===== config.mk =====
export PLATFORM = sky130hd
export DESIGN_NAME = dtc_ctrl_flat
export DESIGN_NICKNAME = d
export VERILOG_FILES = /design/src/include/dtc_pkg.sv /design/src/include/dtc_link_if.sv /design/src/core/dtc_timer.sv /design/src/core/dtc_ctrl.sv /design/src/flat_wrapper.sv
export SDC_FILE = /design/constraint.sdc
export NUM_CORES = 1
export LEC_CHECK = 0
export BUFFER_PORTS_ARGS = -buffer_cell sky130_fd_sc_hd__buf_4
export CAP_MARGIN = 30
export CORE_ASPECT_RATIO = 0.8
export CORE_MARGIN = 2
export CORE_UTILIZATION = 40
export CTS_BUF_LIST = sky130_fd_sc_hd__clkbuf_2 sky130_fd_sc_hd__clkbuf_4 sky130_fd_sc_hd__clkbuf_8
export DETAILED_ROUTE_END_ITERATION = 8
export GPL_TIMING_DRIVEN = 0
export PLACE_DENSITY_LB_ADDON = 0.05
export SYNTH_ARGS = -nofsm -noshare
export SYNTH_HDL_FRONTEND = slang
export SYNTH_SLANG_ARGS = --single-unit

===== constraint.sdc =====
create_clock -name i_clk -period 3.91 [get_ports i_clk]
set_input_delay 0.1955 -clock i_clk [delete_from_list [all_inputs] [get_ports i_clk]]
set_output_delay 0.1955 -clock i_clk [all_outputs]
set_load 0.01 [all_outputs]

===== src/include/dtc_pkg.sv =====
/*
 * Shared constants, field layouts and types for the DDR3 timing controller
 * and the memory-side timing model.
 * Assumes a 50 MHz system clock; the link clock is a divided copy of it.
 */
package dtc_pkg;
    // System clock and link clock division
    localparam int CLK_NS = 20;
    localparam int CK_DIV = 8;
    localparam int CK_NS = CLK_NS * CK_DIV;
    localparam int TW = 8;

    // Least time in whole cycles, rounded up, never below one
    function automatic logic [TW-1:0] cyc_up(real ns, int per);
        int c;
        c = int'($ceil(ns / per));
        return TW'((c < 1) ? 1 : c);
    endfunction

    // Longest time in whole cycles, rounded down, never below one
    function automatic logic [TW-1:0] cyc_dn(real ns, int per);
        int c;
        c = int'($floor(ns / per));
        return TW'((c < 1) ? 1 : c);
    endfunction

    // Spacing figures in their own units
    localparam real T_RFC_NS = 160.0;
    localparam real T_REFI_NOM_US = 7.8;
    localparam real T_REFI_HOT_US = 3.9;
    localparam real T_WR_NS = 15.0;
    localparam real T_AONPD_MIN_NS = 2.0;
    localparam real T_WLO_MAX_NS = 7.5;
    localparam logic [TW-1:0] T_RFC_CK = cyc_up(T_RFC_NS, CK_NS);
    localparam logic [TW-1:0] T_REFI_NOM_CK = cyc_dn(T_REFI_NOM_US * 1000.0, CK_NS);
    localparam logic [TW-1:0] T_REFI_HOT_CK = cyc_dn(T_REFI_HOT_US * 1000.0, CK_NS);
    localparam logic [TW-1:0] T_WR_CK = cyc_up(T_WR_NS, CK_NS);
    localparam logic [TW-1:0] T_AONPD_CLK = cyc_up(T_AONPD_MIN_NS, CLK_NS);
    localparam logic [TW-1:0] T_WLO_CLK = cyc_dn(T_WLO_MAX_NS, CLK_NS);
    localparam logic [TW-1:0] T_MOD_CK = 8'h0c;
    localparam logic [TW-1:0] T_REFPDEN_CK = 8'h01;
    localparam logic [TW-1:0] ODTH4_CK = 8'h04;
    localparam logic [TW-1:0] ODTH8_CK = 8'h06;
    localparam logic [TW-1:0] WLMRD_CK = 8'h28;
    localparam logic [TW-1:0] WLDQSEN_CK = 8'h19;
    localparam logic [TW-1:0] BL8_EXT = 8'h04;
    localparam logic [TW-1:0] BC4_EXT = 8'h02;
    localparam logic [TW-1:0] ODTL_SUB = 8'h02;
    localparam logic [TW-1:0] WRA_EXTRA = 8'h01;

    // Register port
    localparam int ADDR_W = 4;
    localparam logic [ADDR_W-1:0] REG_CTRL = 4'h0;
    localparam logic [ADDR_W-1:0] REG_TIM = 4'h4;
    localparam logic [ADDR_W-1:0] REG_CMD = 4'h8;
    localparam logic [ADDR_W-1:0] REG_STAT = 4'hc;
    localparam int CTRL_REF_EN = 0;
    localparam int CTRL_HOT = 1;
    localparam int CTRL_DLL = 2;
    localparam int CTRL_PD = 3;
    localparam int CTRL_ODT = 4;
    localparam int CTRL_W = 5;
    localparam int TIM_WL_LSB = 0;
    localparam int TIM_WR_LSB = 4;
    localparam int TIM_BM_LSB = 8;
    localparam int CMD_BC4 = 3;
    localparam int CMD_WLV = 4;
    localparam logic [3:0] TIM_RESET_WL = 4'h5;
    localparam logic [3:0] TIM_RESET_WR = 4'h5;

    // Mode word carried on MRS: {leveling, burst mode, WL}
    localparam int MR_WL_LSB = 0;
    localparam int MR_BM_LSB = 4;
    localparam int MR_WLV = 6;
    localparam int MR_W = 7;

    typedef enum logic [2:0] {CMD_NOP, CMD_MRS, CMD_REF, CMD_ACT, CMD_WR, CMD_WRA, CMD_RD, CMD_PRE} dtc_cmd_t;
    typedef enum logic [1:0] {BM_BL8, BM_OTF, BM_BC4} dtc_bm_t;
endpackage


===== src/include/dtc_link_if.sv =====
/*
 * Link between controller and memory: clock, CKE, ODT, command, mode word,
 * strobe and the leveling feedback.
 * Assumes the controller end makes the link clock from its own clock.
 */
`timescale 1ns/10ps
interface dtc_link_if;
    import dtc_pkg::*;
    logic ck;               // Link clock, made by the controller
    logic cke;              // Clock enable, low for power-down
    logic odt;              // Termination request
    dtc_cmd_t cmd;          // Command, sampled on ck rising
    logic bc4;              // On-the-fly chop for writes
    logic [MR_W-1:0] mr;    // Mode word for MRS
    logic dqs_en;           // Strobe drive enabled
    logic dqs;              // Strobe level
    logic dq_fb;            // Sampled clock level in leveling
    modport ctrl (output ck, cke, odt, cmd, bc4, mr, dqs_en, dqs, input dq_fb);
    modport dev (input ck, cke, odt, cmd, bc4, mr, dqs_en, dqs, output dq_fb);
endinterface


===== src/core/dtc_timer.sv =====
/*
 * Down-counter that blocks a dependent command until it expires.
 * Assumes one decrement enable per link clock from the caller.
 */
`timescale 1ns/10ps
module dtc_timer import dtc_pkg::*; #(
    parameter int W = TW
) (
    input wire logic i_clk,
    input wire logic i_reset,
    input wire logic i_tick,
    input wire logic i_load,
    input wire logic [W-1:0] i_value,
    output logic o_busy
);
    logic [W-1:0] cnt_q; // Remaining cycles

    // Load keeps the longer of old and new spacing
    always_ff @(posedge i_clk or posedge i_reset)
    begin
        if (i_reset)
            cnt_q <= '0;
        else if (i_load && i_value > cnt_q)
            cnt_q <= i_value;
        else if (i_tick && cnt_q != '0)
            cnt_q <= cnt_q - W'(1);
    end

    assign o_busy = (cnt_q != '0);
endmodule


===== src/core/dtc_ctrl.sv =====
/*
 * Controller end: issues commands, CKE, ODT and leveling strobe while
 * keeping every spacing in link clock cycles.
 * Assumes a 50 MHz i_clk and software on the plain register port.
 */
`timescale 1ns/10ps
module dtc_ctrl import dtc_pkg::*; (
    input wire logic i_clk,
    input wire logic i_reset,
    input wire logic [ADDR_W-1:0] i_addr,
    input wire logic [31:0] i_wdata,
    input wire logic i_wr,
    input wire logic i_rd,
    output logic [31:0] o_rdata,
    dtc_link_if.ctrl link
);
    localparam int DIV_W = $clog2(CK_DIV);
    localparam logic [TW-1:0] REF_LEAD = 8'h01; // Wake lead ahead of a due refresh, in clocks

    logic [DIV_W-1:0] div_q;         // Link clock phase
    logic ck_q;                      // Link clock out
    logic tick_rise;                 // Link clock about to rise
    logic tick_fall;                 // Link clock about to fall
    logic [CTRL_W-1:0] ctrl_q;       // Control bits
    logic [3:0] wl_q;                // Write latency in clocks
    logic [3:0] wrck_q;              // WR as programmed
    dtc_bm_t bm_q;                   // Burst mode
    logic pend_q;                    // Command waiting
    dtc_cmd_t pcode_q;               // Waiting command
    logic pbc4_q;                    // Waiting chop flag
    logic pwl_q;                     // Waiting leveling flag
    dtc_cmd_t cmd_q;                 // Command on the link
    logic cke_q;                     // CKE on the link
    logic odt_q;                     // ODT on the link
    logic bc4_q;                     // Chop flag on the link
    logic [MR_W-1:0] mr_q;           // Mode word on the link
    logic wl_act_q;                  // Leveling mode active
    logic dqs_en_q;                  // Strobe drive enabled
    logic dqs_q;                     // Strobe level
    logic dqs_done_q;                // Leveling edge sent
    logic wl_res_q;                  // Leveling result
    logic fb_m_q;                    // Feedback, first stage
    logic fb_s_q;                    // Feedback, second stage
    logic [31:0] rdata_q;            // Read data
    logic pde_busy, rfc_busy, refi_busy, odth_busy, wlen_busy, wlmrd_busy;
    logic refw_busy;                 // Refresh not yet within one clock
    logic ref_due, ref_go, cmd_ok, pd_go, wake, issue, burst8, odt_up, odt_dn;
    dtc_cmd_t icode;                 // Command being issued
    logic [TW-1:0] pde_val;          // Power-down spacing for icode
    logic [TW-1:0] ext;              // Burst tail after WL

    // Link clock divider; rise and fall are one-cycle enables
    assign tick_rise = (div_q == DIV_W'(CK_DIV - 1));
    assign tick_fall = (div_q == DIV_W'(CK_DIV / 2 - 1));

    always_ff @(posedge i_clk or posedge i_reset)
    begin
        if (i_reset)
            div_q <= '0;
        else
            div_q <= tick_rise ? '0 : div_q + DIV_W'(1);
    end

    always_ff @(posedge i_clk or posedge i_reset)
    begin
        if (i_reset)
            ck_q <= 1'b0;
        else if (tick_rise)
            ck_q <= 1'b1;
        else if (tick_fall)
            ck_q <= 1'b0;
    end

    // Software registers
    always_ff @(posedge i_clk or posedge i_reset)
    begin
        if (i_reset)
        begin
            ctrl_q <= '0;
            wl_q <= TIM_RESET_WL;
            wrck_q <= TIM_RESET_WR;
            bm_q <= BM_BL8;
        end
        else if (i_wr && i_addr == REG_CTRL)
            ctrl_q <= i_wdata[CTRL_W-1:0];
        else if (i_wr && i_addr == REG_TIM)
        begin
            wl_q <= i_wdata[TIM_WL_LSB +: 4];
            wrck_q <= i_wdata[TIM_WR_LSB +: 4];
            bm_q <= dtc_bm_t'(i_wdata[TIM_BM_LSB +: 2]);
        end
    end

    // Command slot; a write while one waits is ignored
    always_ff @(posedge i_clk or posedge i_reset)
    begin
        if (i_reset)
        begin
            pend_q <= 1'b0;
            pcode_q <= CMD_NOP;
            pbc4_q <= 1'b0;
            pwl_q <= 1'b0;
        end
        else if (issue && !ref_go)
            pend_q <= 1'b0;
        else if (i_wr && i_addr == REG_CMD && !pend_q)
        begin
            pend_q <= 1'b1;
            pcode_q <= dtc_cmd_t'(i_wdata[2:0]);
            pbc4_q <= i_wdata[CMD_BC4];
            pwl_q <= i_wdata[CMD_WLV];
        end
    end

    // Issue decision; refresh outranks the waiting command
    assign ref_due = ctrl_q[CTRL_REF_EN] && !refi_busy;
    assign ref_go = ref_due && cke_q && !rfc_busy;
    always_comb
    begin
        cmd_ok = pend_q && cke_q && !ref_due;
        unique case (pcode_q)
            CMD_ACT, CMD_REF: cmd_ok = cmd_ok && !rfc_busy;
            CMD_RD: cmd_ok = cmd_ok && ctrl_q[CTRL_DLL];
            default: cmd_ok = cmd_ok;
        endcase
    end
    assign issue = tick_fall && (ref_go || cmd_ok);
    assign icode = ref_go ? CMD_REF : pcode_q;
    assign pd_go = ctrl_q[CTRL_PD] && cke_q && !pend_q && !ref_due && !pde_busy && !wl_act_q &&
        (refw_busy || !ctrl_q[CTRL_REF_EN]);
    // Wake a clock ahead of refresh, so power-down never makes it late
    assign wake = !cke_q && (!ctrl_q[CTRL_PD] || pend_q || ref_due ||
        (ctrl_q[CTRL_REF_EN] && !refw_busy));

    // Power-down spacing for the command being issued
    assign ext = (bm_q == BM_BC4) ? BC4_EXT : BL8_EXT;
    always_comb
    begin
        unique case (icode)
            CMD_WR: pde_val = TW'(wl_q) + ext + T_WR_CK;
            CMD_WRA: pde_val = TW'(wl_q) + ext + TW'(wrck_q) + WRA_EXTRA;
            CMD_REF: pde_val = T_REFPDEN_CK;
            CMD_MRS: pde_val = T_MOD_CK;
            default: pde_val = '0;
        endcase
    end

    // Link command, CKE and mode word, launched on the falling edge
    always_ff @(posedge i_clk or posedge i_reset)
    begin
        if (i_reset)
        begin
            cmd_q <= CMD_NOP;
            cke_q <= 1'b1;
            bc4_q <= 1'b0;
            mr_q <= '0;
        end
        else if (tick_fall)
        begin
            cmd_q <= issue ? icode : CMD_NOP;
            if (pd_go)
                cke_q <= 1'b0;
            else if (wake)
                cke_q <= 1'b1;
            if (issue)
                bc4_q <= pbc4_q;
            if (issue && icode == CMD_MRS)
                mr_q <= {pwl_q, bm_q, wl_q};
        end
    end

    // ODT: rises only with locked DLL, falls after the hold time
    assign odt_up = !odt_q && ctrl_q[CTRL_ODT] && ctrl_q[CTRL_DLL] && cke_q;
    assign odt_dn = odt_q && !ctrl_q[CTRL_ODT] && !odth_busy;
    assign burst8 = (bm_q == BM_BL8) || (bm_q == BM_OTF && !pbc4_q);

    always_ff @(posedge i_clk or posedge i_reset)
    begin
        if (i_reset)
            odt_q <= 1'b0;
        else if (tick_fall && odt_up)
            odt_q <= 1'b1;
        else if (tick_fall && odt_dn)
            odt_q <= 1'b0;
    end

    // Leveling mode follows the leveling flag of each MRS
    always_ff @(posedge i_clk or posedge i_reset)
    begin
        if (i_reset)
            wl_act_q <= 1'b0;
        else if (issue && icode == CMD_MRS)
            wl_act_q <= pwl_q;
    end

    // Strobe enable and single edge, launched on the rising edge
    always_ff @(posedge i_clk or posedge i_reset)
    begin
        if (i_reset)
        begin
            dqs_en_q <= 1'b0;
            dqs_q <= 1'b0;
            dqs_done_q <= 1'b0;
        end
        else if (!wl_act_q)
        begin
            dqs_en_q <= 1'b0;
            dqs_q <= 1'b0;
            dqs_done_q <= 1'b0;
        end
        else if (tick_rise)
        begin
            dqs_en_q <= dqs_en_q || !wlen_busy;
            if (!wlmrd_busy && dqs_en_q && !dqs_done_q)
            begin
                dqs_q <= 1'b1;
                dqs_done_q <= 1'b1;
            end
        end
        else if (tick_fall)
            dqs_q <= 1'b0;
    end

    // Feedback crosses in from the link
    always_ff @(posedge i_clk or posedge i_reset)
    begin
        if (i_reset)
        begin
            fb_m_q <= 1'b0;
            fb_s_q <= 1'b0;
            wl_res_q <= 1'b0;
        end
        else
        begin
            fb_m_q <= link.dq_fb;
            fb_s_q <= fb_m_q;
            if (wl_act_q && dqs_done_q)
                wl_res_q <= fb_s_q;
        end
    end

    // One counter per spacing
    dtc_timer u_pde (.i_clk(i_clk), .i_reset(i_reset), .i_tick(tick_rise),
        .i_load(issue), .i_value(pde_val), .o_busy(pde_busy));
    dtc_timer u_rfc (.i_clk(i_clk), .i_reset(i_reset), .i_tick(tick_rise),
        .i_load(issue && icode == CMD_REF), .i_value(T_RFC_CK), .o_busy(rfc_busy));
    dtc_timer u_refi (.i_clk(i_clk), .i_reset(i_reset), .i_tick(tick_rise),
        .i_load(issue && icode == CMD_REF), .o_busy(refi_busy),
        .i_value(ctrl_q[CTRL_HOT] ? T_REFI_HOT_CK : T_REFI_NOM_CK));
    dtc_timer u_refw (.i_clk(i_clk), .i_reset(i_reset), .i_tick(tick_rise),
        .i_load(issue && icode == CMD_REF), .o_busy(refw_busy),
        .i_value((ctrl_q[CTRL_HOT] ? T_REFI_HOT_CK : T_REFI_NOM_CK) - REF_LEAD));
    dtc_timer u_odth (.i_clk(i_clk), .i_reset(i_reset), .i_tick(tick_rise), .o_busy(odth_busy),
        .i_load(tick_fall && (odt_up || (issue && (icode == CMD_WR || icode == CMD_WRA)))),
        .i_value((!odt_up && burst8) ? ODTH8_CK : ODTH4_CK));
    dtc_timer u_wlen (.i_clk(i_clk), .i_reset(i_reset), .i_tick(tick_rise),
        .i_load(issue && icode == CMD_MRS), .i_value(WLDQSEN_CK), .o_busy(wlen_busy));
    dtc_timer u_wlmrd (.i_clk(i_clk), .i_reset(i_reset), .i_tick(tick_rise),
        .i_load(issue && icode == CMD_MRS), .i_value(WLMRD_CK), .o_busy(wlmrd_busy));

    // Read data stand one cycle after the strobe only
    always_ff @(posedge i_clk or posedge i_reset)
    begin
        if (i_reset)
            rdata_q <= '0;
        else if (!i_rd)
            rdata_q <= '0;
        else
        begin
            unique case (i_addr)
                REG_CTRL: rdata_q <= 32'(ctrl_q);
                REG_TIM: rdata_q <= 32'({bm_q, wrck_q, wl_q});
                REG_STAT: rdata_q <= 32'({wl_res_q, wl_act_q, !cke_q, ref_due, pend_q});
                default: rdata_q <= '0;
            endcase
        end
    end

    assign o_rdata = rdata_q;
    assign link.ck = ck_q;
    assign link.cke = cke_q;
    assign link.odt = odt_q;
    assign link.cmd = cmd_q;
    assign link.bc4 = bc4_q;
    assign link.mr = mr_q;
    assign link.dqs_en = dqs_en_q;
    assign link.dqs = dqs_q;
endmodule


===== src/flat_wrapper.sv =====
// flat-port wrapper written by rule: the top's interface ports become plain ports
module dtc_ctrl_flat import dtc_pkg::*;
  (i_clk, i_reset, i_addr, i_wdata, i_wr, i_rd, o_rdata, link_ck, link_cke, link_odt, link_cmd, link_bc4, link_mr, link_dqs_en, link_dqs, link_dq_fb);
  dtc_link_if link_i ();
  input wire logic i_clk;
  input wire logic i_reset;
  input wire logic [ADDR_W-1:0] i_addr;
  input wire logic [31:0] i_wdata;
  input wire logic i_wr;
  input wire logic i_rd;
  output logic [31:0] o_rdata;
  output wire logic [$bits(link_i.ck)-1:0] link_ck;
  output wire logic [$bits(link_i.cke)-1:0] link_cke;
  output wire logic [$bits(link_i.odt)-1:0] link_odt;
  output wire logic [$bits(link_i.cmd)-1:0] link_cmd;
  output wire logic [$bits(link_i.bc4)-1:0] link_bc4;
  output wire logic [$bits(link_i.mr)-1:0] link_mr;
  output wire logic [$bits(link_i.dqs_en)-1:0] link_dqs_en;
  output wire logic [$bits(link_i.dqs)-1:0] link_dqs;
  input wire logic [$bits(link_i.dq_fb)-1:0] link_dq_fb;
  assign link_ck = link_i.ck;
  assign link_cke = link_i.cke;
  assign link_odt = link_i.odt;
  assign link_cmd = link_i.cmd;
  assign link_bc4 = link_i.bc4;
  assign link_mr = link_i.mr;
  assign link_dqs_en = link_i.dqs_en;
  assign link_dqs = link_i.dqs;
  assign link_i.dq_fb = link_dq_fb;
  dtc_ctrl u_core (.i_clk(i_clk), .i_reset(i_reset), .i_addr(i_addr), .i_wdata(i_wdata), .i_wr(i_wr), .i_rd(i_rd), .o_rdata(o_rdata), .link(link_i));
endmodule

==> impl_metrics.tcl <==
set metrics [dict create \
    outcome "completed" \
    antenna_cells 0 \
    pwr-share-clk_pct 17.0 \
    async_flop_share_pct 100 \
    dr_wl_met2_mm 6.23 \
    avgSynthCellArea_um2 10.5 \
    cp_cell_sequence "nand2b_4 -> inv_4 -> ha_4 -> inv_2 -> fa_2 -> xor2_2 -> inv_2 -> ha_4 -> or4_4 -> a32oi_2 -> nor3_2 -> ha_1 -> o21ai_2 -> a21oi_2 -> o21bai_2 -> a211oi_4 -> buf_6 -> mux2_4" \
    critPathKind "flop to flop" \
    power_mw 4.41 \
    worstPathArrival_ns 4.11 \
    report.final.hold_viol_count 0 \
    core-area_mm2 0.0151 \
    grt_overflow 0 \
    synth_top_area_share_pct 42.7 \
    synth_seq_cells 111 \
    skew_ns 0.00686 \
    worst_pin_slew_ns 0.810 \
    area_delta_synth_final_pct 18.6 \
    ys_seq_area_share_pct 44.8 \
    drive_gt1_share_pct 24.9 \
    yosysWarningCount 0 \
    die_x_um 143 \
    die_area_mm2 0.0165 \
    relSlewSlack_pct 45.7 \
    critPathCaptureType "flop" \
    startpoint_type "flop" \
    holdWs_ns 0.0314 \
    grtUsageTotal_pct 17.6 \
    cp_num_buf_inv 4 \
    antenna_found_initial 0 \
    drc 0 \
    pwr-share-seq_pct 44.1 \
    dieHeight_um 115 \
    maxCapViolCount 0 \
    leakagePower_nw 3.40 \
    path_clk_slew_ns 0.11 \
    p_int_mw 2.71 \
    cts_max_path_buffers 2 \
    synth.largest_area_cell "dfrtp_1" \
    synthTopCellsByCount "dfrtp_1 (106), nor2_1 (52), inv_1 (41)" \
    rows 40 \
    setup_viol 0 \
    hold_path_class "input pin to flop" \
    hpwlAfterDp_mm 10.1 \
    cts_tree "done" \
    critPathMaxFanout 7 \
    ir_drop_mv 0.244 \
    synthCells 593 \
    clkLatencyLatePin_ns 0.39 \
    dp.cells 869 \
    wl_per_cell_um 15.5 \
    slowest_delay_ns 0.50 \
    drt_iter0_drc 191 \
    p_sw_mw 1.70 \
    period_needed_ns 3.83 \
    initial_core_util_pct 41.1 \
    switching_share_pct 38.5 \
    drtAntennaViolNets 0 \
    max_freq_mhz 261 \
    yosysUniqueCellTypes 66 \
    cts.sinks 111 \
    power.density_mw_per_mm2 599 \
    maxSlewViolCount 0 \
    final_nets 763 \
    numCtsBuffers 9 \
    cp.required_ns 4.19 \
    nFillCells 1438 \
    syn_area_mm2 0.00621 \
    wl_met3_um 561 \
    setup_tns_ns 0 \
    grt_max_degree 85 \
    htreeDepth 3 \
    ios 89 \
    first_pass_iters 4 \
    pwr-share-comb_pct 38.9 \
    finalCritPeriodShare_pct 97.9 \
    gp_congestion 0.830 \
    wl_mm 14.0 \
    synth_ff_type "dfrtp_1" \
    vias 4526 \
    post-route-util_pct 48.7 \
    finalNonFillerCells 900 \
    top_layer "met4" \
    grt_pass1_wl_mm 22.6 \
    yosys-top-cells-area "dfrtp_1 (43%), ha_1 (7.0%), mux2_2 (6.2%)" \
    synthMostInstantiatedCell "dfrtp_1" \
    synth-edff-count 0 \
    root_buffer "clkbuf_8" \
    via_per_inst 5.03 \
    crit_family "adder cells" \
    port_buffers 44 \
    wl_met1_mm 7.01 \
    grt_pass1_vias 4289 \
    critPathSlowestCell "or4_4" \
    rsz0062_at_grt "yes" \
]
registers in the layout, summed over array words and instances (netlist names), 3 cells and up:
| name | cells |
|---|---|
| u_core.ctrl_q | 5 |
| u_core.div_q | 3 |
| u_core.link.cmd | 3 |
| u_core.link.mr | 7 |
| u_core.o_rdata | 10 |
| u_core.pcode_q | 3 |
| u_core.u_odth.cnt_q | 8 |
| u_core.u_pde.cnt_q | 8 |
| u_core.u_refi.cnt_q | 8 |
| u_core.u_refw.cnt_q | 8 |
| u_core.u_rfc.cnt_q | 8 |
| u_core.u_wlen.cnt_q | 8 |
| u_core.u_wlmrd.cnt_q | 8 |
| u_core.wl_q | 4 |
| u_core.wrck_q | 4 |
through the flow:
stage	worst slack [ns]	cell area [µm²]
floorplan	-0.0121	6310
global placement	-0.662	6900
detailed placement	-0.479	6940
CTS	-0.0586	7330
global route	-0.0498	7370
finish	0.0812	7370
worst register-to-register path: stages, from the launching register on:
cell and delay, ns:
dfrtp_1 0.42, nand2b_4 0.16, inv_4 0.06, ha_4 0.12, inv_2 0.03, fa_2 0.35
xor2_2 0.19, inv_2 0.06, ha_4 0.21, or4_4 0.50, a32oi_2 0.23, nor3_2 0.07
ha_1 0.33, o21ai_2 0.07, a21oi_2 0.13, o21bai_2 0.09, a211oi_4 0.21, buf_6 0.18
mux2_4 0.31
power by group through the flow:
stage	Combinational, mW	Clock [mW]	Sequential [mW]
floorplan	1.21	0	1.85
global placement	1.50	0	1.94
detailed placement	1.55	0	1.95
CTS	1.67	0.780	1.94
global route	1.93	0.815	2.00
finish	1.71	0.750	1.94
worst paths after layout:
check,slack (ns),cells after the start,to,from
worst min-delay path,0.03,2,u_core.wrck_q[3],i_wdata[7]
worst max-delay path,0.08,18,u_core.u_pde.cnt_q[1],u_core.bm_q[0]
min in group asynchronous,0.31,3,u_core.o_rdata[1],i_reset
worst min register to register,0.36,0,u_core.fb_s_q,u_core.fb_m_q
worst max register to register,0.08,18,u_core.u_pde.cnt_q[1],u_core.bm_q[0]
max in group asynchronous,2.88,4,u_core.wrck_q[2],i_reset
cell families after synthesis:
kind of cell,count (synthesis),synth area share (%)
buffers and inverters,75,6.00
AOI/OAI and AO/OA,74,8.56
muxes,49,8.58
adders and majority gates,37,7.69
DFF,111,44.8
and+or+nand+nor,198,17.5
other,1,0.0604
xor gates and xnor gates,48,6.77
timing repair:
action,CTS,global route
gates resized for setup,21,6
setup buffers,12,1
hold buffers,2,0
hold endpoints to repair,28,0
endpoints found under the setup margin,8,8
pin swaps,9,8
area by class of cell:
cell class                      count  area, µm²  area share, %
Clock inverter                      4       51.3          0.696
Multi-Input combinational cell    428       3250           44.1
Timing Repair Buffer               60        479           6.51
Sequential cell                   111       2790           37.8
Inverter                           42        165           2.24
Buffer                             33        215           2.92
Clock buffer                       12        159           2.16
Tap cell                          210        263           3.57
layer usage:
metal	track usage (%)	vias to the layer above
met5	0	-
met4	4.77	0
met3	3.93	14
met2	26.9	69
met1	25.5	2221
li1	-	2222
layout by cell type, fill, tap and decap left out, types with 9 or more instances in the layout:
| cell | netlist | final |
|---|---|---|
| xnor2_1 | 28 | 28 |
| clkbuf_1 | 9 | 9 |
| clkbuf_8 | 0 | 11 |
| mux2i_1 | 15 | 15 |
| xor2_1 | 20 | 19 |
| dfrtp_1 | 106 | 105 |
| buf_4 | 22 | 78 |
| nand3_1 | 19 | 19 |
| inv_1 | 41 | 36 |
| nor2_1 | 52 | 52 |
| nand4_1 | 10 | 10 |
| ha_1 | 35 | 32 |
| mux2_2 | 34 | 29 |
| conb_1 | 1 | 22 |
| and2_1 | 10 | 10 |
| o21ai_0 | 20 | 19 |
| nand2_1 | 30 | 30 |
No activity file was read; power rests on OpenSTA's default activity.
